==> config.mk <==
export PLATFORM = sky130hd
export DESIGN_NAME = dim_top
export DESIGN_NICKNAME = d
export VERILOG_FILES = /design/src/dim_pkg.sv /design/src/dim_sync.sv /design/src/dim_timer.sv /design/src/dim_top.sv
export SDC_FILE = /design/constraint.sdc
export NUM_CORES = 1
export LEC_CHECK = 0
export ABC_CLOCK_PERIOD_IN_PS = 2100
export BUFFER_PORTS_ARGS = -buffer_cell sky130_fd_sc_hd__buf_2
export CORE_MARGIN = 2
export CORE_UTILIZATION = 44
export CTS_BUF_LIST = sky130_fd_sc_hd__clkbuf_4 sky130_fd_sc_hd__clkbuf_8
export DETAILED_ROUTE_END_ITERATION = 6
export HOLD_SLACK_MARGIN = 0.05
export PLACE_DENSITY = 0.67
export SLEW_MARGIN = 20
export SYNTH_ARGS = -nofsm -noshare
export SYNTH_HDL_FRONTEND = slang
export SYNTH_SLANG_ARGS = --single-unit
==> constraint.sdc <==
create_clock -name sys_clk -period 2.1 [get_ports sys_clk]
set_input_delay 0.21 -clock sys_clk [delete_from_list [all_inputs] [get_ports sys_clk]]
set_output_delay 0.21 -clock sys_clk [all_outputs]
set_load 0.01 [all_outputs]
==> src/dim_pkg.sv <==
// Constants, register map and carrier types of the door intrusion monitor.
// Assumes a 50 MHz system clock and an APB register bus with 32-bit data.
package dim_pkg;

  // Timing
  localparam int unsigned SYS_CLK_HZ       = 50_000_000;
  localparam int unsigned TICK_PERIOD_S    = 1;
  localparam int unsigned TICK_CYCLES_DFLT = TICK_PERIOD_S * SYS_CLK_HZ;
  localparam int unsigned PRE_W            = 26;

  // Adjustable periods, seconds
  localparam logic [6:0] ENTRY_MIN_S = 7'h0F;
  localparam logic [6:0] ENTRY_MAX_S = 7'h1E;
  localparam logic [6:0] ALARM_MIN_S = 7'h1E;
  localparam logic [6:0] ALARM_MAX_S = 7'h78;

  // Register byte offsets
  localparam logic [11:0] CTRL_OFS     = 12'h000;
  localparam logic [11:0] STATUS_OFS   = 12'h004;
  localparam logic [11:0] IRQ_STAT_OFS = 12'h008;
  localparam logic [11:0] IRQ_MASK_OFS = 12'h00C;
  localparam logic [11:0] EVENT_OFS    = 12'h010;

  // Control fields and reset values
  localparam int unsigned CTRL_ENTRY_LSB = 0;
  localparam int unsigned CTRL_ALARM_LSB = 8;
  localparam int unsigned CTRL_OOS_BIT   = 16;
  localparam logic [4:0]  ENTRY_RST      = 5'h0F;
  localparam logic [6:0]  ALARM_RST      = 7'h1E;
  localparam logic [3:0]  IRQ_MASK_RST   = 4'h0;

  // Event bits, shared by irq status, mask and last event code
  localparam int unsigned EV_FRONT_AUTH   = 0;
  localparam int unsigned EV_FRONT_UNAUTH = 1;
  localparam int unsigned EV_INT_AUTH     = 2;
  localparam int unsigned EV_INT_UNAUTH   = 3;

  // Access sequence steps
  localparam logic [2:0] STEP_NONE    = 3'h0;
  localparam logic [2:0] STEP_LOCK    = 3'h1;
  localparam logic [2:0] STEP_LATCH   = 3'h2;
  localparam logic [2:0] STEP_OPENED  = 3'h3;
  localparam logic [2:0] STEP_SHUNTED = 3'h4;
  localparam logic [2:0] STEP_CODE    = 3'h5;

  // Synchronised pin bit positions
  localparam int unsigned SYNC_W     = 6;
  localparam int unsigned PIN_FRONT  = 0;
  localparam int unsigned PIN_SHUNT  = 1;
  localparam int unsigned PIN_LOCK   = 2;
  localparam int unsigned PIN_LATCH  = 3;
  localparam int unsigned PIN_INT    = 4;
  localparam int unsigned PIN_KEYPAD = 5;

  typedef enum logic [1:0] {
    F_IDLE    = 2'b00,
    F_DELAY   = 2'b01,
    F_ALARM   = 2'b11,
    F_SHUNTED = 2'b10
  } dim_front_t;

  typedef enum logic [1:0] {
    I_IDLE  = 2'b00,
    I_OK    = 2'b01,
    I_ALARM = 2'b11
  } dim_int_t;

  typedef struct packed {
    logic interior;
    logic intrusion;
    logic not_in_service;
    logic door_open;
  } dim_report_t;

  typedef struct packed {
    logic [SYNC_W-1:0] s1;
    logic [SYNC_W-1:0] s2;
  } dim_sync_t;

  typedef struct packed {
    logic [6:0] cnt;
  } dim_tmr_t;

  typedef struct packed {
    logic [PRE_W-1:0] pre;
    dim_front_t       fst;
    dim_int_t         ist;
    logic [2:0]       step;
    logic [6:0]       fdur;
    logic [4:0]       cfg_entry;
    logic [6:0]       cfg_alarm;
    logic             oos;
    logic [3:0]       irq_stat;
    logic [3:0]       irq_mask;
    logic [3:0]       last_code;
    logic [7:0]       evt_cnt;
    logic             int_pend;
    logic [31:0]      prdata;
    logic             pslverr;
    logic             rep_valid;
    dim_report_t      rep;
    logic [SYNC_W-1:0] prev;
  } dim_state_t;

endpackage

==> src/dim_sync.sv <==
// Two-flop synchroniser for the door, key and keypad pins.
// Assumes asynchronous pins; only the second stage is read outside.
`timescale 1ns/100ps
module dim_sync (
  input  wire logic                      sys_clk,
  input  wire logic                      resetn,
  input  wire logic [dim_pkg::SYNC_W-1:0] pin_in,
  output logic      [dim_pkg::SYNC_W-1:0] pin_sync
);
  import dim_pkg::*;

  dim_sync_t q;
  dim_sync_t d;

  always_comb begin
    d    = q;
    d.s1 = pin_in;
    d.s2 = q.s1;
  end

  always_ff @(posedge sys_clk or negedge resetn) begin
    if (!resetn) begin
      q <= '0;
    end else begin
      q <= d;
    end
  end

  assign pin_sync = q.s2;
endmodule

==> src/dim_timer.sv <==
// Seconds countdown timer, loaded with a period and stepped by a 1 s tick.
// Assumes load and tick come from logic on sys_clk; load wins over tick.
`timescale 1ns/100ps
module dim_timer (
  input  wire logic       sys_clk,
  input  wire logic       resetn,
  input  wire logic       load,
  input  wire logic [6:0] load_val,
  input  wire logic       tick,
  output logic            expired
);
  import dim_pkg::*;

  dim_tmr_t q;
  dim_tmr_t d;

  always_comb begin
    d = q;
    if (load) begin
      d.cnt = load_val;
    end else if (tick && q.cnt != 7'h00) begin
      d.cnt = q.cnt - 7'h01;
    end
  end

  always_ff @(posedge sys_clk or negedge resetn) begin
    if (!resetn) begin
      q <= '0;
    end else begin
      q <= d;
    end
  end

  assign expired = (q.cnt == 7'h00);
endmodule

==> src/dim_top.sv <==
// Door and intrusion monitor: front door entry delay, shunt key, interior
// door access sequence, local alarm, event reports and APB registers.
// Assumes door, key and keypad signals are raw pins; the keypad pin rises
// once for each accepted identification code.
//
// The address map and register access over APB were chosen for this implementation.
`timescale 1ns/100ps

// Functional notes
// Front opening starts 15-30 s entry delay; alarm sounds only after it expires.
// Shunt key operated after the door opened silences the front alarm.
// Shunt within delay: authorised, recorded, reported out of service with door-open code.
// Delay expired unshunted: unauthorised, recorded, intrusion reported, local alarm.
// Unauthorised alarm lasts 30 s-2 min, then clears once door closed.
// Interior opening alarms unless lock, latch, open, shunt, code came in order.
// Keypad identification code acts as the interior door shunt.
// Interior openings classified, recorded, reported like front; alarm when unauthorised.
// Fare processing stops while the remote centre holds the unit out of service.
// Periods sampled at each opening; each opening gives exactly one event (a reopening during F_ALARM or I_ALARM gives none).
module dim_top #(
  parameter int unsigned TICK_CYCLES = dim_pkg::TICK_CYCLES_DFLT
) (
  input  wire logic                 sys_clk,
  input  wire logic                 resetn,
  // APB slave
  input  wire logic                 psel,
  input  wire logic                 penable,
  input  wire logic                 pwrite,
  input  wire logic [11:0]          paddr,
  input  wire logic [31:0]          pwdata,
  output logic      [31:0]          prdata,
  output logic                      pready,
  output logic                      pslverr,
  // Pins
  input  wire logic                 front_open_pin,
  input  wire logic                 shunt_key_pin,
  input  wire logic                 lock_release_pin,
  input  wire logic                 latch_retract_pin,
  input  wire logic                 interior_open_pin,
  input  wire logic                 keypad_code_pin,
  // Outputs
  output logic                      audible_alarm,
  output logic                      fare_enable,
  output logic                      report_valid,
  output dim_pkg::dim_report_t      report,
  output logic                      irq
);
  import dim_pkg::*;

  function automatic logic [6:0] clamp7(input logic [6:0] v,
                                        input logic [6:0] lo,
                                        input logic [6:0] hi);
    logic [6:0] r;
    r = v;
    if (v < lo) begin
      r = lo;
    end else if (v > hi) begin
      r = hi;
    end
    return r;
  endfunction

  function automatic logic rose(input logic [SYNC_W-1:0] now,
                                input logic [SYNC_W-1:0] was,
                                input int unsigned      bit_i);
    return now[bit_i] && !was[bit_i];
  endfunction

  dim_state_t        q;
  dim_state_t        d;
  logic [SYNC_W-1:0] pins;
  logic [SYNC_W-1:0] sy;
  logic              tick;
  logic              f_load;
  logic [6:0]        f_load_val;
  logic              f_expired;
  logic              i_load;
  logic [6:0]        i_load_val;
  logic              i_expired;
  logic              front_open;
  logic              int_open;
  logic              shunt_rise;
  logic              front_rise;
  logic              int_rise;
  logic              key_rise;
  logic              lock_rise;
  logic              latch_rise;
  logic              setup_ph;
  logic              wr_acc;
  logic [3:0]        ev;
  logic [31:0]       rd_val;
  logic              mapped;

  assign pins = {keypad_code_pin, interior_open_pin, latch_retract_pin,
                 lock_release_pin, shunt_key_pin, front_open_pin};

  dim_sync u_sync (
    .sys_clk  (sys_clk),
    .resetn   (resetn),
    .pin_in   (pins),
    .pin_sync (sy)
  );

  dim_timer u_front_tmr (
    .sys_clk  (sys_clk),
    .resetn   (resetn),
    .load     (f_load),
    .load_val (f_load_val),
    .tick     (tick),
    .expired  (f_expired)
  );

  dim_timer u_int_tmr (
    .sys_clk  (sys_clk),
    .resetn   (resetn),
    .load     (i_load),
    .load_val (i_load_val),
    .tick     (tick),
    .expired  (i_expired)
  );

  assign tick       = (q.pre == PRE_W'(TICK_CYCLES - 1));
  assign front_open = sy[PIN_FRONT];
  assign int_open   = sy[PIN_INT];
  assign front_rise = rose(sy, q.prev, PIN_FRONT);
  assign shunt_rise = rose(sy, q.prev, PIN_SHUNT);
  assign lock_rise  = rose(sy, q.prev, PIN_LOCK);
  assign latch_rise = rose(sy, q.prev, PIN_LATCH);
  assign int_rise   = rose(sy, q.prev, PIN_INT);
  assign key_rise   = rose(sy, q.prev, PIN_KEYPAD);
  assign setup_ph   = psel && !penable;
  assign wr_acc     = psel && penable && pwrite;

  // Read mux and decode
  always_comb begin
    rd_val = 32'h0000_0000;
    mapped = 1'b1;
    case (paddr)
      CTRL_OFS: begin
        rd_val[CTRL_ENTRY_LSB +: 5] = q.cfg_entry;
        rd_val[CTRL_ALARM_LSB +: 7] = q.cfg_alarm;
        rd_val[CTRL_OOS_BIT]        = q.oos;
      end
      STATUS_OFS: begin
        rd_val[SYNC_W-1:0] = sy;
        rd_val[10:8]       = q.step;
        rd_val[13:12]      = q.fst;
        rd_val[15:14]      = q.ist;
        rd_val[16]         = audible_alarm;
      end
      IRQ_STAT_OFS: rd_val[3:0] = q.irq_stat;
      IRQ_MASK_OFS: rd_val[3:0] = q.irq_mask;
      EVENT_OFS: begin
        rd_val[3:0]  = q.last_code;
        rd_val[15:8] = q.evt_cnt;
      end
      default: mapped = 1'b0;
    endcase
  end

  always_comb begin
    d          = q;
    ev         = 4'h0;
    f_load     = 1'b0;
    f_load_val = q.fdur;
    i_load     = 1'b0;
    i_load_val = clamp7(q.cfg_alarm, ALARM_MIN_S, ALARM_MAX_S);
    d.prev     = sy;
    d.pre      = tick ? '0 : q.pre + PRE_W'(1);
    d.rep_valid = 1'b0;

    // Front door or primary cover
    case (q.fst)
      F_IDLE: begin
        if (front_rise) begin
          d.fst      = F_DELAY;
          f_load     = 1'b1;
          f_load_val = clamp7({2'b00, q.cfg_entry}, ENTRY_MIN_S, ENTRY_MAX_S);
          d.fdur     = clamp7(q.cfg_alarm, ALARM_MIN_S, ALARM_MAX_S);
        end
      end
      F_DELAY: begin
        if (shunt_rise) begin
          d.fst = F_SHUNTED;
          ev[EV_FRONT_AUTH] = 1'b1;
        end else if (!front_open) begin
          // Closed unshunted: still one event, but no local alarm
          d.fst = F_IDLE;
          ev[EV_FRONT_UNAUTH] = 1'b1;
        end else if (f_expired) begin
          d.fst  = F_ALARM;
          f_load = 1'b1;
          ev[EV_FRONT_UNAUTH] = 1'b1;
        end
      end
      F_ALARM: begin
        if (shunt_rise) begin
          d.fst = F_SHUNTED;
        end else if (f_expired && !front_open) begin
          d.fst = F_IDLE;
        end
      end
      F_SHUNTED: begin
        if (!front_open) begin
          d.fst = F_IDLE;
        end
      end
      default: d.fst = F_IDLE;
    endcase

    // Access sequence toward the interior door
    if (lock_rise) begin
      d.step = STEP_LOCK;
    end else if (latch_rise) begin
      d.step = (q.step == STEP_LOCK) ? STEP_LATCH : STEP_NONE;
    end else if (front_rise && q.step == STEP_LATCH) begin
      d.step = STEP_OPENED;
    end else if (q.fst == F_DELAY && d.fst == F_SHUNTED) begin
      d.step = (q.step == STEP_OPENED) ? STEP_SHUNTED : STEP_NONE;
    end else if (key_rise) begin
      d.step = (q.step == STEP_SHUNTED) ? STEP_CODE : STEP_NONE;
    end
    if (!front_open && q.step >= STEP_OPENED) begin
      d.step = STEP_NONE;
    end

    // Interior money-area door
    case (q.ist)
      I_IDLE: begin
        if (int_rise) begin
          if (q.step == STEP_CODE) begin
            d.ist = I_OK;
            ev[EV_INT_AUTH] = 1'b1;
          end else begin
            d.ist  = I_ALARM;
            i_load = 1'b1;
            ev[EV_INT_UNAUTH] = 1'b1;
          end
        end
      end
      I_OK: begin
        if (!int_open) begin
          d.ist = I_IDLE;
        end
      end
      I_ALARM: begin
        if (i_expired && !int_open) begin
          d.ist = I_IDLE;
        end
      end
      default: d.ist = I_IDLE;
    endcase

    // Recording and reporting; front goes first, interior waits a cycle
    if (ev[EV_FRONT_AUTH] || ev[EV_FRONT_UNAUTH]) begin
      d.rep_valid          = 1'b1;
      d.rep.interior       = 1'b0;
      d.rep.intrusion      = ev[EV_FRONT_UNAUTH];
      d.rep.not_in_service = ev[EV_FRONT_AUTH];
      d.rep.door_open      = ev[EV_FRONT_AUTH];
      d.last_code          = ev & 4'h3;
      d.evt_cnt            = q.evt_cnt + 8'h01;
      d.int_pend           = ev[EV_INT_AUTH] || ev[EV_INT_UNAUTH];
    end else if (q.int_pend || ev[EV_INT_AUTH] || ev[EV_INT_UNAUTH]) begin
      d.rep_valid          = 1'b1;
      d.rep.interior       = 1'b1;
      d.rep.intrusion      = q.int_pend ? q.last_code[EV_INT_UNAUTH]
                                        : ev[EV_INT_UNAUTH];
      d.rep.not_in_service = !d.rep.intrusion;
      d.rep.door_open      = !d.rep.intrusion;
      d.last_code          = q.int_pend ? (q.last_code & 4'hC) : (ev & 4'hC);
      d.evt_cnt            = q.evt_cnt + 8'h01;
      d.int_pend           = 1'b0;
    end
    // Park the pending interior code beside the front code
    if (d.int_pend) begin
      d.last_code = d.last_code | (ev & 4'hC);
    end

    // APB: read data and error latched in setup, writes take effect in access
    if (setup_ph) begin
      d.prdata  = rd_val;
      d.pslverr = !mapped;
    end
    if (wr_acc && mapped) begin
      case (paddr)
        CTRL_OFS: begin
          d.cfg_entry = pwdata[CTRL_ENTRY_LSB +: 5];
          d.cfg_alarm = pwdata[CTRL_ALARM_LSB +: 7];
          d.oos       = pwdata[CTRL_OOS_BIT];
        end
        IRQ_MASK_OFS: d.irq_mask = pwdata[3:0];
        default: d.irq_mask = q.irq_mask;
      endcase
    end

    // Sticky status: a new event wins over a write-one clear
    d.irq_stat = q.irq_stat;
    if (wr_acc && paddr == IRQ_STAT_OFS) begin
      d.irq_stat = q.irq_stat & ~pwdata[3:0];
    end
    d.irq_stat = d.irq_stat | ev;
  end

  always_ff @(posedge sys_clk or negedge resetn) begin
    if (!resetn) begin
      q           <= '0;
      q.fst       <= F_IDLE;
      q.ist       <= I_IDLE;
      q.cfg_entry <= ENTRY_RST;
      q.cfg_alarm <= ALARM_RST;
      q.fdur      <= ALARM_RST;
      q.irq_mask  <= IRQ_MASK_RST;
    end else begin
      q <= d;
    end
  end

  assign prdata        = q.prdata;
  assign pslverr       = q.pslverr && psel && penable;
  assign pready        = 1'b1;
  assign audible_alarm = (q.fst == F_ALARM) || (q.ist == I_ALARM);
  assign fare_enable   = !q.oos;
  assign report_valid  = q.rep_valid;
  assign report        = q.rep;
  assign irq           = |(q.irq_stat & q.irq_mask);
endmodule

# == Word level (Yosys, flattened, before mapping) ==
# Index checks and enable logic that the tools add are counted.
# totals
ff_bits,127
inputBits,55
out_inout_bits,42
elab_cells,177
# classes
n_addsub,4
magnitude_cmp,5
n_eq_ne,19
mux,65
bitwise_logic,5
n_reduce_logical,54
# ops
operator,n
7-bit 2-to-1 mux,8
2-bit 2-to-1 mux,15
26-bit by 1-bit adder with 26-bit output (second input constant),1
26-bit equality test (second input constant),1
13-bit 2-to-1 mux,2
26-bit 2-to-1 mux,1
12-bit by 4-bit equality test with 1-bit output (second input constant),2
3-bit 2-to-1 mux,8
1-bit logical AND,20
5-bit 2-to-1 mux,4
4-bit one-hot mux with 5 select lines,1
3-bit one-hot mux with 3 select lines,2
7-bit logical NOT,2
1-bit 2-to-1 mux,14
7-bit nonzero test,2
7-bit by 1-bit subtractor with 7-bit output (second input constant),2
12-bit by 3-bit equality test with 1-bit output (second input constant),1
12-bit by 5-bit equality test with 1-bit output (second input constant),1
1-bit logical NOT,12
12-bit logical NOT,1
4-bit 2-to-1 mux,3
1-bit one-hot mux with 2 select lines,5
8-bit by 1-bit adder with 8-bit output (second input constant),1
4-bit AND,2
other kinds (23),41

# == Longest topological paths before layout ==
# Gate-level depths: netlist (run 1).
# logic_depth
word_depth,12
depth_mapped,9
depth_no_buf,8

# == Cells and area by module ==
# From an unflattened synthesis (run 1), not the netlist that was laid out.
# hier_totals
hier_cells,623
area_unflattened_um2,6333.6
# modules_own_cells
module,n_inst,cells_each,area_each_um2,seq_area_each_um2
dim_top,1,507,5109.9,2517.4
dim_timer,2,52,461.7,175.2
dim_sync,1,12,300.3,300.3

# == Worst setup path before layout (run 1) ==
# OpenSTA, ideal clock, no wires.
# synth_timing
path_kind,register to register
start,register u_front_tmr.q[0] (netlist bit)
end,register u_front_tmr.q[3] (netlist bit)
t_arrival_ns,2.004
slack_ns,0.016
stages_incl_launch_ff,8
path_cell_list,dfrtp_1 -> inv_1 -> ha_1 -> or4b_2 -> nor2_2 -> or4_2 -> or4_1 -> o211ai_2
# synth_via
elab_chain_len,6
word_cells_on_any_way,11
# synth_lines
element,line,rtl
from (decl),dim_timer.sv:14,dim_tmr_t q;
from (signal assigned),dim_timer.sv:28,q <= '0;
from (signal assigned),dim_timer.sv:30,q <= d;
7-bit logical NOT,dim_timer.sv:34,assign expired = (q.cnt == 7'h00);
1-bit 2-to-1 mux,dim_top.sv:190,end else if (f_expired) begin
1-bit 2-to-1 mux,dim_top.sv:186,end else if (!front_open) begin
1-bit 2-to-1 mux,dim_top.sv:183,if (shunt_rise) begin
1-bit one-hot mux with 2 select lines,dim_top.sv:173,case (q.fst)
7-bit 2-to-1 mux or 2-bit nonzero test (tied branches),n/a,
# Parallel ways exist; a longest one is shown, timed or not. The select of a mux whose other input is x is not followed.
# A chain may end at the register's enable or synchronous reset.

# == Worst setup path after layout (run 1) ==
# layout_timing
start,register q[108] (netlist bit)
end,register u_front_tmr.q[4] (netlist bit)
# layout_via
elab_chain_len,3
# layout_lines
element,line,rtl
from (decl),dim_top.sv:69,dim_state_t q;
26-bit equality test,dim_top.sv:122,assign tick = (q.pre == PRE_W'(TICK_CYCLES - 1));
1-bit logical AND,dim_timer.sv:21,end else if (tick && q.cnt != 7'h00) begin
2-bit nonzero test (no line),n/a,
# No other way between the ends.

==> metrics.md, run 1 <==
| Metric | Value |
|---|---|
| Status | finished clean |
| Initial Util | 45.4% |
| Most frequent cells after synthesis | 114 x dfrtp_1, 73 x nand2_1, 44 x nor2_1, 37 x buf_4, 34 x o21ai_0 |
| Global route overflow | 0 |
| Via density | 5.49 |
| Post-Place Worst Slack | -0.0391 ns |
| Clock tree buffer depth | 2 |
| Pwr dens | between 700 and 800 nW/um2 |
| Post-synth top area share | 44.9% |
| H-tree depth | 4 |
| Critical Path Max Stage Delay | 0.56 ns |
| Async set-reset flop share out of synthesis | 100% |
| First-pass GRT wire length | 23100 um |
| Netlist cell types | between 70 and 80 |
| Worst path cell trace | or4_4 -> nor4_4 -> buf_4 -> nand3_1 -> nor4b_1 -> o22ai_1 |
| IO Pins | 97 |
| Ant diodes | 0 |
| Hold WC Path Type | input port to register |
| Yosys warning count | 0 |
| Rel. slew slack | 63.5% |
| Period utilization | 94.8% |
| Skew-Pair Late Insertion Delay | about 0.44 ns |
| Die Ht | 124 um |
| Final Max Tran Viols | 0 |
| Least-Margin Pin Slew | 0.548 ns |
| CP delay by family, top | simple AND/OR/NAND/NOR gates |
| Synthesis-stage register bit count | between 100 and 150 |
| Reg2Reg Setup Slack | 0.11 ns |
| Comb pwr share | 16.5% |
| Wirelength per Cell | 16.1 um |
| # DRC | 0 |
| RePlAce Congestion | ~0.95 |
| Crit path buf inv count | 1 |
| FP Rows | 43 |
| Root buf cell | clkbuf_8 |
| Vias | 4921 |
| Sw Share | between 20% and 30% |
| Final Critical Period | approximately 2 ns |
| Crit start category | register |
| Crit-path slowest cell | or4_4 |
| WP depth | 6 |
| Clk pwr share | about a third |
| Crit Path Max Fanout | 7 |
| Synth Flop Type | dfrtp_1 |
| HPWL Detailed | between 10000 and 15000 um |
| Core ar. | 14000 um2 |
| Sequential power share | between 50% and 60% |
| Hold Violations, Final | 0 |
| Worst setup endpoint | u_front_tmr.q[4] |
| Ratio of cells with drive above 1 in the final layout | 25.8% |
| Final worst slack | around 0.11 ns |
| Min Hold Slack | 0.0816 ns |
| Final setup fails | 0 |
| Static Leak | 3.36 nW |
| CTS Buf Count | 17 |
| Clock-pin slew on the worst setup and hold paths | 0.07 ns |
| Reg-to-reg endpoint | u_front_tmr.q[4] |
| Seq/Total Area, Yosys | about half |
| Total track usage | 19.8% |
| Final setup TNS | 0 ns |
| NetSw | 1.62 mW |
| Die area | 15400 um2 |
| Crit path from | q[108] |
| Achievable frequency | ~500 MHz |
| Largest net degree at the start of global routing | approximately 50 |
| Critical path class | register to register |
| Post-Route WL | roughly 14000 um |
| Initial DRT Pass Iterations | 6 |
| Largest cells by area after synthesis | dfrtp_1 45%, dfstp_2 5.0%, buf_4 4.4%, nand2_1 4.3%, mux2_2 3.2% |
| Area growth from synthesis to layout | 16.6% |
| R2r startpoint | q[108] |
| Maximum vdd drop | 0.000504 V |
| Synthesized cell area | 6360 um2 |
| Number of DRC markers in iteration 0 | 456 |
| CTS tree | done |
| Post-Syn Area per Cell | 10.3 um2 |
| Largest area contributor in the netlist | dfrtp_1 |
| RSZ-0062 raised after global routing | no |
| Clk_skew | between 0.015 and 0.02 ns |
| Post-synth EDFFs | 0 |
| Critical Path RT | between 2 and 2.5 ns |
| Final #Nets | 765 |
| Vias in the first global route | 4721 |
| PortBufs | 59 |
| CTS Sinks | between 100 and 150 |
| P_int | around 4.1 mW |
| Max-cap violation count | 0 |
| Arr. time, crit path | about 2.3 ns |
| CP Capture Type | register |
| Final ANT Viol Nets | 0 |
| Mapped Cells | 616 |
| Most common cell in the netlist | dfrtp_1 |
| R2R depth | 6 |
| Die Wd | around 120 um |
| Antenna violations before repair | 0 |
-- flip-flops by register name (all words and copies together), names as in the netlist --
register and count:
prdata 15, q 81, report 3, report_valid 1, u_front_tmr.q 7, u_int_tmr.q 7
u_sync.d 6, u_sync.pin_sync 6
-- cell type report --
class                      count  area, um2
clock buffer                  25        319
timing repair buffer         114        783
clock inverter                 6       35.0
sequential                   126       3170
multi-input combinational    429       2820
tap                          180        225
fill                        1239       6580
inverter                      17       63.8
-- how the worst min path moves through the flow --
stage,start,end,cells past startpoint
after detailed placement,resetn,u_sync.pin_sync[5],1
final,pwdata[2],q[75],2
after floorplan,resetn,prdata[0],0
after global routing,pwdata[2],q[75],2
after global placement,resetn,u_sync.pin_sync[5],1
after CTS,pwdata[2],q[75],2
-- cell families (layout without fill, tap and decap cells) --
family | Yosys count | count (layout) | synth area share, %
compound gates | 114 | 114 | 12.0
xor+xnor | 34 | 34 | 4.68
fa+ha+maj | 5 | 5 | 0.984
buf+inv | 77 | 162 | 7.09
flops | 126 | 126 | 49.8
mux | 31 | 31 | 6.04
other cells | 2 | 18 | 0.118
simple gates | 227 | 227 | 19.2
-- layer usage --
metal  global-route usage [%]  routed length [um]
met5                        0                   0
met2                     31.3                6770
met1                     26.6                6700
met3                     4.85                 816
met4                     6.74                 187
-- power groups by stage --
stage,clock network [mW],registers [mW],logic (mW)
after floorplan,0,2.86,0.652
after global routing,2.03,2.95,1.06
after detailed placement,0,2.94,0.883
after CTS,1.92,2.90,0.933
after global placement,0,2.93,0.860
final,1.86,2.91,0.942
-- layout by cell type (no fill, tap or decap), types with 4 or more instances in the layout --
| cell | instances |
|---|---|
| nand4_1 | 15 |
| nor3_1 | 11 |
| nor4_1 | 6 |
| a21o_1 | 7 |
| nor4_2 | 4 |
| xor2_1 | 17 |
| a22o_1 | 8 |
| o31ai_1 | 5 |
| buf_2 | 58 |
| buf_4 | 35 |
| and3_1 | 8 |
| dlygate4sd3_1 | 19 |
| nor2_1 | 44 |
| a22oi_1 | 14 |
| nor2b_1 | 7 |
| clkbuf_4 | 4 |
| nand3_1 | 21 |
| inv_1 | 16 |
| clkinv_2 | 4 |
| o22ai_1 | 4 |
| clkbuf_8 | 21 |
| nand2_1 | 73 |
| mux2i_1 | 8 |
| mux4_2 | 4 |
| nand2b_1 | 5 |
| a21oi_1 | 19 |
| dfstp_2 | 12 |
| xnor2_1 | 17 |
| conb_1 | 18 |
| dfrtp_1 | 114 |
| o21ai_0 | 33 |
| mux2_2 | 18 |
| ha_1 | 5 |
-- metrics by stage --
stage | instances | power (mW) | cell area (um2) | util, %
after floorplan | 632 | 3.52 | 6420 | -
after global placement | 846 | 3.79 | 6840 | 48.9
after detailed placement | 846 | 3.83 | 6840 | 48.9
after CTS | 897 | 5.75 | 7400 | 52.9
after global routing | 897 | 6.03 | 7410 | 53.0
final | 897 | 5.72 | 7410 | 53.0
-- timing repair --
| action | CTS | global route |
|---|---|---|
| pin swaps | 0 | 1 |
| gates cloned | 0 | 0 |
| setup endpoints to repair | 1 | 13 |
| setup buffers | 1 | 0 |
| hold buffers | 19 | 0 |
| resized for setup | 3 | 4 |
| hold endpoints to repair | 59 | 0 |
(Power assumes the default switching activity.)
==> inputs of run 2 (changes only) <==
--- a/config.mk
+++ b/config.mk
@@ -5,8 +5,9 @@
 export SDC_FILE = /design/constraint.sdc
 export NUM_CORES = 1
 export LEC_CHECK = 0
-export ABC_CLOCK_PERIOD_IN_PS = 2100
+export ABC_CLOCK_PERIOD_IN_PS = 1670
 export BUFFER_PORTS_ARGS = -buffer_cell sky130_fd_sc_hd__buf_2
+export CORE_ASPECT_RATIO = 1.5
 export CORE_MARGIN = 2
 export CORE_UTILIZATION = 44
 export CTS_BUF_LIST = sky130_fd_sc_hd__clkbuf_4 sky130_fd_sc_hd__clkbuf_8
==> constraint.sdc (replaced) <==
create_clock -name sys_clk -period 1.67 [get_ports sys_clk]
set_input_delay 0.167 -clock sys_clk [delete_from_list [all_inputs] [get_ports sys_clk]]
set_output_delay 0.167 -clock sys_clk [all_outputs]
set_load 0.01 [all_outputs]
==> metrics.md, run 2 (synthesis gave the netlist of run 1 again) <==
| Metric | Value |
|---|---|
| Number of DRC markers in iteration 0 | 259 (-43%) |
| CP Capture Type | register |
| Initial Util | 45.2% (-0.23 points) |
| Met2 wire length | 9500 um (+40%) |
| Period utilization | 116% (+21 points) |
| First-pass GRT wire length | 27300 um (+18%) |
| Die area | 15400 um2 (+0.13%) |
| Maximum vdd drop | 0.000563 V (+12%) |
| Rel. slew slack | 63.5% (about the same) |
| Total track usage | 23.3% (+3.5 points) |
| Ant diodes | 0 (unchanged) |
| Post-Route WL | 17200 um (+19%) |
| Root buf cell | clkbuf_8 |
| Hold WC Path Type | input port to register |
| Status | finished with violations |
| Crit start category | register |
| Min Hold Slack | 0.151 ns (+0.0692 ns) |
| Fillcell total | 1139 (-8.1%) |
| Global route overflow | 0 (unchanged) |
| FP Rows | 53 (+23%) |
| Vias | 5365 (+9.0%) |
| Via density | 5.37 (-2.1%) |
| Die Wd | 102 um (-18%) |
| Post-Place Worst Slack | -0.291 ns (-0.252 ns) |
| RePlAce Congestion | 0.946 (about the same) |
| Routed length on met3 | 569 um (-30%) |
| Final ANT Viol Nets | 0 (unchanged) |
| Crit-path slowest cell | or4_4 |
| Hold Violations, Final | 0 (unchanged) |
| RSZ-0062 raised after global routing | yes |
| Final worst slack | -0.262 ns (-0.370 ns) |
| Largest net degree at the start of global routing | 38 (-22%) |
| CTS Buf Count | 17 (unchanged) |
| H-tree depth | 4 (unchanged) |
| Failing checks | negative setup slack |
| Vias in the first global route | 5521 (+17%) |
| Max-cap violation count | 0 (unchanged) |
| Crit path buf inv count | 1 (unchanged) |
| Final setup TNS | -6.78 ns (-6.78 ns) |
| Clock tree buffer depth | 2 (unchanged) |
| Critical Path RT | 2.01 ns (-0.40 ns) |
| Final #Nets | 854 (+12%) |
| CTS Sinks | 126 (unchanged) |
| Multi-input gate area | 3230 um2 (+15%) |
| Area growth from synthesis to layout | 37.4% |
| Reg2Reg Setup Slack | -0.26 ns (-0.37 ns) |
| CTS tree | done |
| WL met1 | 6290 um (-6.1%) |
| Crit Path Max Fanout | 6 (-1) |
| Critical path class | register to register |
| Least-Margin Pin Slew | 0.548 ns (-0.000236 ns) |
| Most frequent cells in the layout | 114 x dfrtp_1, 105 x buf_4, 64 x nand2_1 |
| Core ar. | 14100 um2 (+0.50%) |
| Die Ht | 151 um (+22%) |
| Skew-Pair Late Insertion Delay | 0.45 ns (about the same) |
| Initial DRT Pass Iterations | 5 (-1) |
| Antenna violations before repair | 0 (unchanged) |
| Worst path cell trace | or4_4 -> nor4_4 -> buf_6 -> and3_4 -> mux2i_1 -> a221o_1 |
| Placed Cells | 929 (+9.8%) |
| Clock-pin slew on the worst setup and hold paths | 0.08 ns (about the same) |
| Final Critical Period | 1.93 ns (-0.0596 ns) |
| FF+latch area | 3170 um2 (unchanged) |
| Pwr dens | 968 nW/um2 (+25%) |
| Arr. time, crit path | 2.27 ns (-0.03 ns) |
| # DRC | 0 (unchanged) |
| Wirelength per Cell | 17.2 um (+6.7%) |
| Clk_skew | 0.0104 ns (-0.00541 ns) |
| Final setup fails | 44 (+44) |
| Critical Path Max Stage Delay | 0.58 ns (+0.02 ns) |
| Largest Register | q |
| Finished Layout Cells | 999 (+11%) |
| HPWL Detailed | 12500 um (+19%) |
| CP delay by family, top | simple AND/OR/NAND/NOR gates |
| Top Metal Used | met4 |
| IO Pins | 97 (unchanged) |
| PortBufs | 59 (unchanged) |
| Max reg flops | 81 (unchanged) |
| Final Max Tran Viols | 0 (unchanged) |
| Achievable frequency | 518 MHz (+3.1%) |
| Commonest non-fill, non-tap cell in the layout | dfrtp_1 |
| Static Leak | 3.95 nW (+17%) |
| Ratio of cells with drive above 1 in the final layout | 41.6% (+16 points) |
==> run 2: cell types whose count changed in the layout (fill, tap and decap cells not counted), moves of 10 or more <==
cell	change
mux2_4	+11
nor2_1	-17
mux2_2	-10
buf_4	+70
buf_6	+14
nor2_4	+11
==> run 2: what timing repair did <==
action                                 4_1_cts  5_1_grt
hold buffers                                20        0
setup endpoints to repair                   51       56
endpoints found under the hold margin       57        0
setup buffers                               12       11
resized for setup                           70       40
pin swaps                                   24       21
==> run 2: routing by layer <==
layer,vias up,GRT usage [%]
met5,-,0
met4,0,13.9
met3,52,5.12
met2,143,41.9
met1,2679,24.4
li1,2491,-
==> run 2: path summary, 6_finish.rpt <==
kind | startpoint | end | cells past startpoint
setup / recovery | q[103] | u_front_tmr.q[2] | 6
hold / removal | paddr[4] | q[11] | 3
setup reg to reg | q[103] | u_front_tmr.q[2] | 6
hold reg to reg | u_sync.d[2] | u_sync.pin_sync[2] | 0
max in group asynchronous | resetn | q[74] | 3
min in group asynchronous | resetn | prdata[10] | 2
==> run 2: power breakdown <==
part | internal, mW | switching, mW
clock network | 1.76 | 1.26
logic | 0.884 | 0.896
registers | 3.35 | 0.311
total | 5.99 | 2.46
==> run 2: cell type report <==
cell class / instances / share of cell area, %
Clock buffer: 20 / 3.15
Clock inverter: 12 / 2.09
Inverter: 17 / 0.760
Multi-Input combinational cell: 429 / 37.0
Sequential cell: 126 / 36.3
Tap cell: 192 / 2.75
Timing Repair Buffer: 203 / 17.9
==> run 2: per-stage QoR <==
| stage | util, % | area (um2) | power, mW |
|---|---|---|---|
| finish | 62.1 | 8730 | 8.45 |
| global route | 62.1 | 8730 | 8.86 |
| detailed placement | 53.2 | 7480 | 5.08 |
| CTS | 60.5 | 8500 | 8.37 |
| floorplan | - | 6510 | 4.45 |
| global placement | 53.2 | 7480 | 5.03 |
==> run 2: worst min-delay path, cell delays in order <==
cell and delay (ns):
buf_2 0.17, a21oi_1 0.15, o21ai_0 0.08
==> inputs of run 3 (changes only) <==
--- a/config.mk
+++ b/config.mk
@@ -9,11 +9,10 @@
 export BUFFER_PORTS_ARGS = -buffer_cell sky130_fd_sc_hd__buf_2
 export CORE_ASPECT_RATIO = 1.5
 export CORE_MARGIN = 2
-export CORE_UTILIZATION = 44
+export CORE_UTILIZATION = 40
 export CTS_BUF_LIST = sky130_fd_sc_hd__clkbuf_4 sky130_fd_sc_hd__clkbuf_8
 export DETAILED_ROUTE_END_ITERATION = 6
 export HOLD_SLACK_MARGIN = 0.05
-export PLACE_DENSITY = 0.67
 export SLEW_MARGIN = 20
 export SYNTH_ARGS = -nofsm -noshare
 export SYNTH_HDL_FRONTEND = slang
==> metrics.md, run 3 (synthesis gave the netlist of run 1 again) <==
| Metric | Value |
|---|---|
| Root buf cell | clkbuf_8 |
| Fillcell total | 1367 (+20%) |
| Crit start category | register |
| Dpl cell area | 7510 um2 (+0.38%) |
| Comb pwr share | 21.1% (about the same) |
| Die Wd | 107 um (+4.7%) |
| NetSw | 2.64 mW (+7.0%) |
| HPWL Detailed | 12900 um (+3.0%) |
| Number of DRC markers in iteration 0 | 209 (-19%) |
| Largest Register | q |
| Global route overflow | 0 (unchanged) |
| Final worst slack | -0.252 ns (+0.0105 ns) |
| Status | finished with violations |
| Final #Nets | 846 (-0.94%) |
| Core ar. | 15600 um2 (+11%) |
| P_int | 5.46 mW (-8.9%) |
| Reg2Reg Setup Slack | -0.25 ns (about the same) |
| Post-route cell area | 8560 um2 (-1.9%) |
| Max reg flops | 81 (unchanged) |
| Post-Place Worst Slack | -0.274 ns (+0.0174 ns) |
| Final Critical Period | 1.92 ns (-0.0105 ns) |
| Antenna violations before repair | 0 (unchanged) |
| RSZ-0062 raised after global routing | yes |
| Pwr dens | 945 nW/um2 (-2.4%) |
| Ant diodes | 0 (unchanged) |
| Min Hold Slack | 0.164 ns (+0.0136 ns) |
| Via density | 5.30 (-1.2%) |
| CP Capture Type | register |
| Sw Share | 32.6% (+3.4 points) |
| Ratio of cells with drive above 1 in the final layout | 39.9% (-1.7 points) |
| Worst path cell trace | inv_2 -> ha_4 -> or4b_4 -> nor2_4 -> a21o_1 -> a31oi_1 -> mux2_1 |
| Total track usage | 21.3% (-2.0 points) |
| Clock tree buffer depth | 2 (unchanged) |
| Die Ht | 158 um (+4.8%) |
| Die area | 16900 um2 (+9.7%) |
| Hold WC Path Type | input port to register |
| # DRC | 0 (unchanged) |
| Wirelength per Cell | 17.4 um (+0.84%) |
| Final ANT Viol Nets | 0 (unchanged) |
| Final core occ | 54.8% (-7.3 points) |
| Hold Violations, Final | 0 (unchanged) |
| R2r startpoint | u_front_tmr.q[0] |
| FP Rows | 56 (+5.7%) |
| CP delay by family, top | simple AND/OR/NAND/NOR gates |
| Clock-pin slew on the worst setup and hold paths | 0.09 ns (about the same) |
| Max-cap violation count | 0 (unchanged) |
| Initial Util | 40.7% (-4.5 points) |
| PortBufs | 59 (unchanged) |
| Post-Route WL | 17400 um (+1.1%) |
| Crit Path Max Fanout | 5 (-1) |
| Reg-to-reg endpoint | u_front_tmr.q[1] |
| RePlAce Congestion | 0.911 (-3.7%) |
| Initial DRT Pass Iterations | 4 (-1) |
| Critical Path Max Stage Delay | 0.49 ns (-0.09 ns) |
| Largest net degree at the start of global routing | 41 (+7.9%) |
| Critical path class | register to register |
| Vias | 5315 (-0.93%) |
| Hold endpoint | q[11] |
| Achievable frequency | 520 MHz (+0.55%) |
| Critical Path RT | 2.02 ns (about the same) |
| Clk pwr share | 33.7% (-1.9 points) |
| Area growth from synthesis to layout | 34.7% |
| Skew-Pair Late Insertion Delay | 0.46 ns (about the same) |
| Hold_sp | paddr[4] |
| FF+latch area | 3170 um2 (unchanged) |
| Period utilization | 115% (-0.63 points) |
| Crit-path slowest cell | or4b_4 |
| Hold path depth | 3 (unchanged) |
| CTS Buf Count | 17 (unchanged) |
| Crit path buf inv count | 1 (unchanged) |
| H-tree depth | 4 (unchanged) |
| Arr. time, crit path | 2.27 ns (about the same) |
| IO Pins | 97 (unchanged) |
| CTS Sinks | 126 (unchanged) |
| CTS tree | done |
| Clk_skew | 0.0146 ns (+0.00423 ns) |
| Maximum vdd drop | 0.000612 V (+8.6%) |
| Failing checks | negative setup slack |
| Vias in the first global route | 5507 (-0.25%) |
| Most frequent cells in the layout | 114 x dfrtp_1, 96 x buf_4, 68 x nand2_1 |
| Static Leak | 3.88 nW (-1.7%) |
| Total power | 8.09 mW (-4.2%) |
| First-pass GRT wire length | 27400 um (about the same) |
| R2R depth | 7 (+1) |
| Final setup fails | 39 (-11%) |
| Commonest non-fill, non-tap cell in the layout | dfrtp_1 |
| Sequential power share | 45.2% (+1.9 points) |
| Final Max Tran Viols | 0 (unchanged) |
| Multi-input gate area | 3170 um2 (-1.9%) |
run 3: power groups by stage:
stage	Sequential, mW	Combinational [mW]	Clock (mW)
final	3.66	1.71	2.73
after global routing	3.68	1.86	2.94
after floorplan	3.61	0.836	0
after CTS	3.62	1.55	2.81
after global placement	3.66	1.39	0
after detailed placement	3.67	1.42	0
run 3: layout make-up:
cell class / count / area share, %
clock buffer: 17 / 2.73
sequential: 126 / 37.0
timing repair buffer: 195 / 17.5
multi-input combinational: 429 / 37.0
inverter: 17 / 0.774
tap: 203 / 2.97
clock inverter: 15 / 1.99
run 3: worst max path at each step:
stage | slack, ns | to | start | cells after the start
floorplan | -0.25 | u_front_tmr.q[3] | u_front_tmr.q[0] | 7
global placement | -0.24 | u_front_tmr.q[0] | q[110] | 6
detailed placement | -0.27 | u_front_tmr.q[3] | u_front_tmr.q[1] | 7
CTS | -0.24 | u_front_tmr.q[2] | q[103] | 6
global route | -0.31 | u_int_tmr.q[5] | q[103] | 6
finish | -0.25 | u_front_tmr.q[1] | u_front_tmr.q[0] | 7
run 3: worst reg2reg max path, stage by stage, from the launching register on:
cell     delay, ns
dfrtp_1       0.41
inv_2         0.08
ha_4          0.13
or4b_4        0.49
nor2_4        0.20
a21o_1        0.14
a31oi_1       0.08
mux2_1        0.29
run 3: stage by stage:
stage                     setup TNS [ns]  instances
after detailed placement           -7.79        942
final                              -4.65       1002
after global routing               -7.83       1002
after floorplan                    -3.36        632
after CTS                          -5.22        998
after global placement             -6.20        942
run 3: repair_timing:
action | in CTS | in global routing
buffers inserted | 5 | 8
gates cloned | 1 | 0
endpoints found under the hold margin | 144 | 0
gates resized for setup | 50 | 53
setup endpoints to repair | 52 | 53
hold buffers | 20 | 0
pin swaps | 15 | 36
run 3: layer usage:
metal / track usage (%) / routed length [um] / vias up
li1: - / - / 2488
met1: 21.2 / 6410 / 2642
met2: 40.5 / 9560 / 133
met3: 4.05 / 562 / 52
met4: 12.6 / 851 / 0
met5: 0 / 0 / -
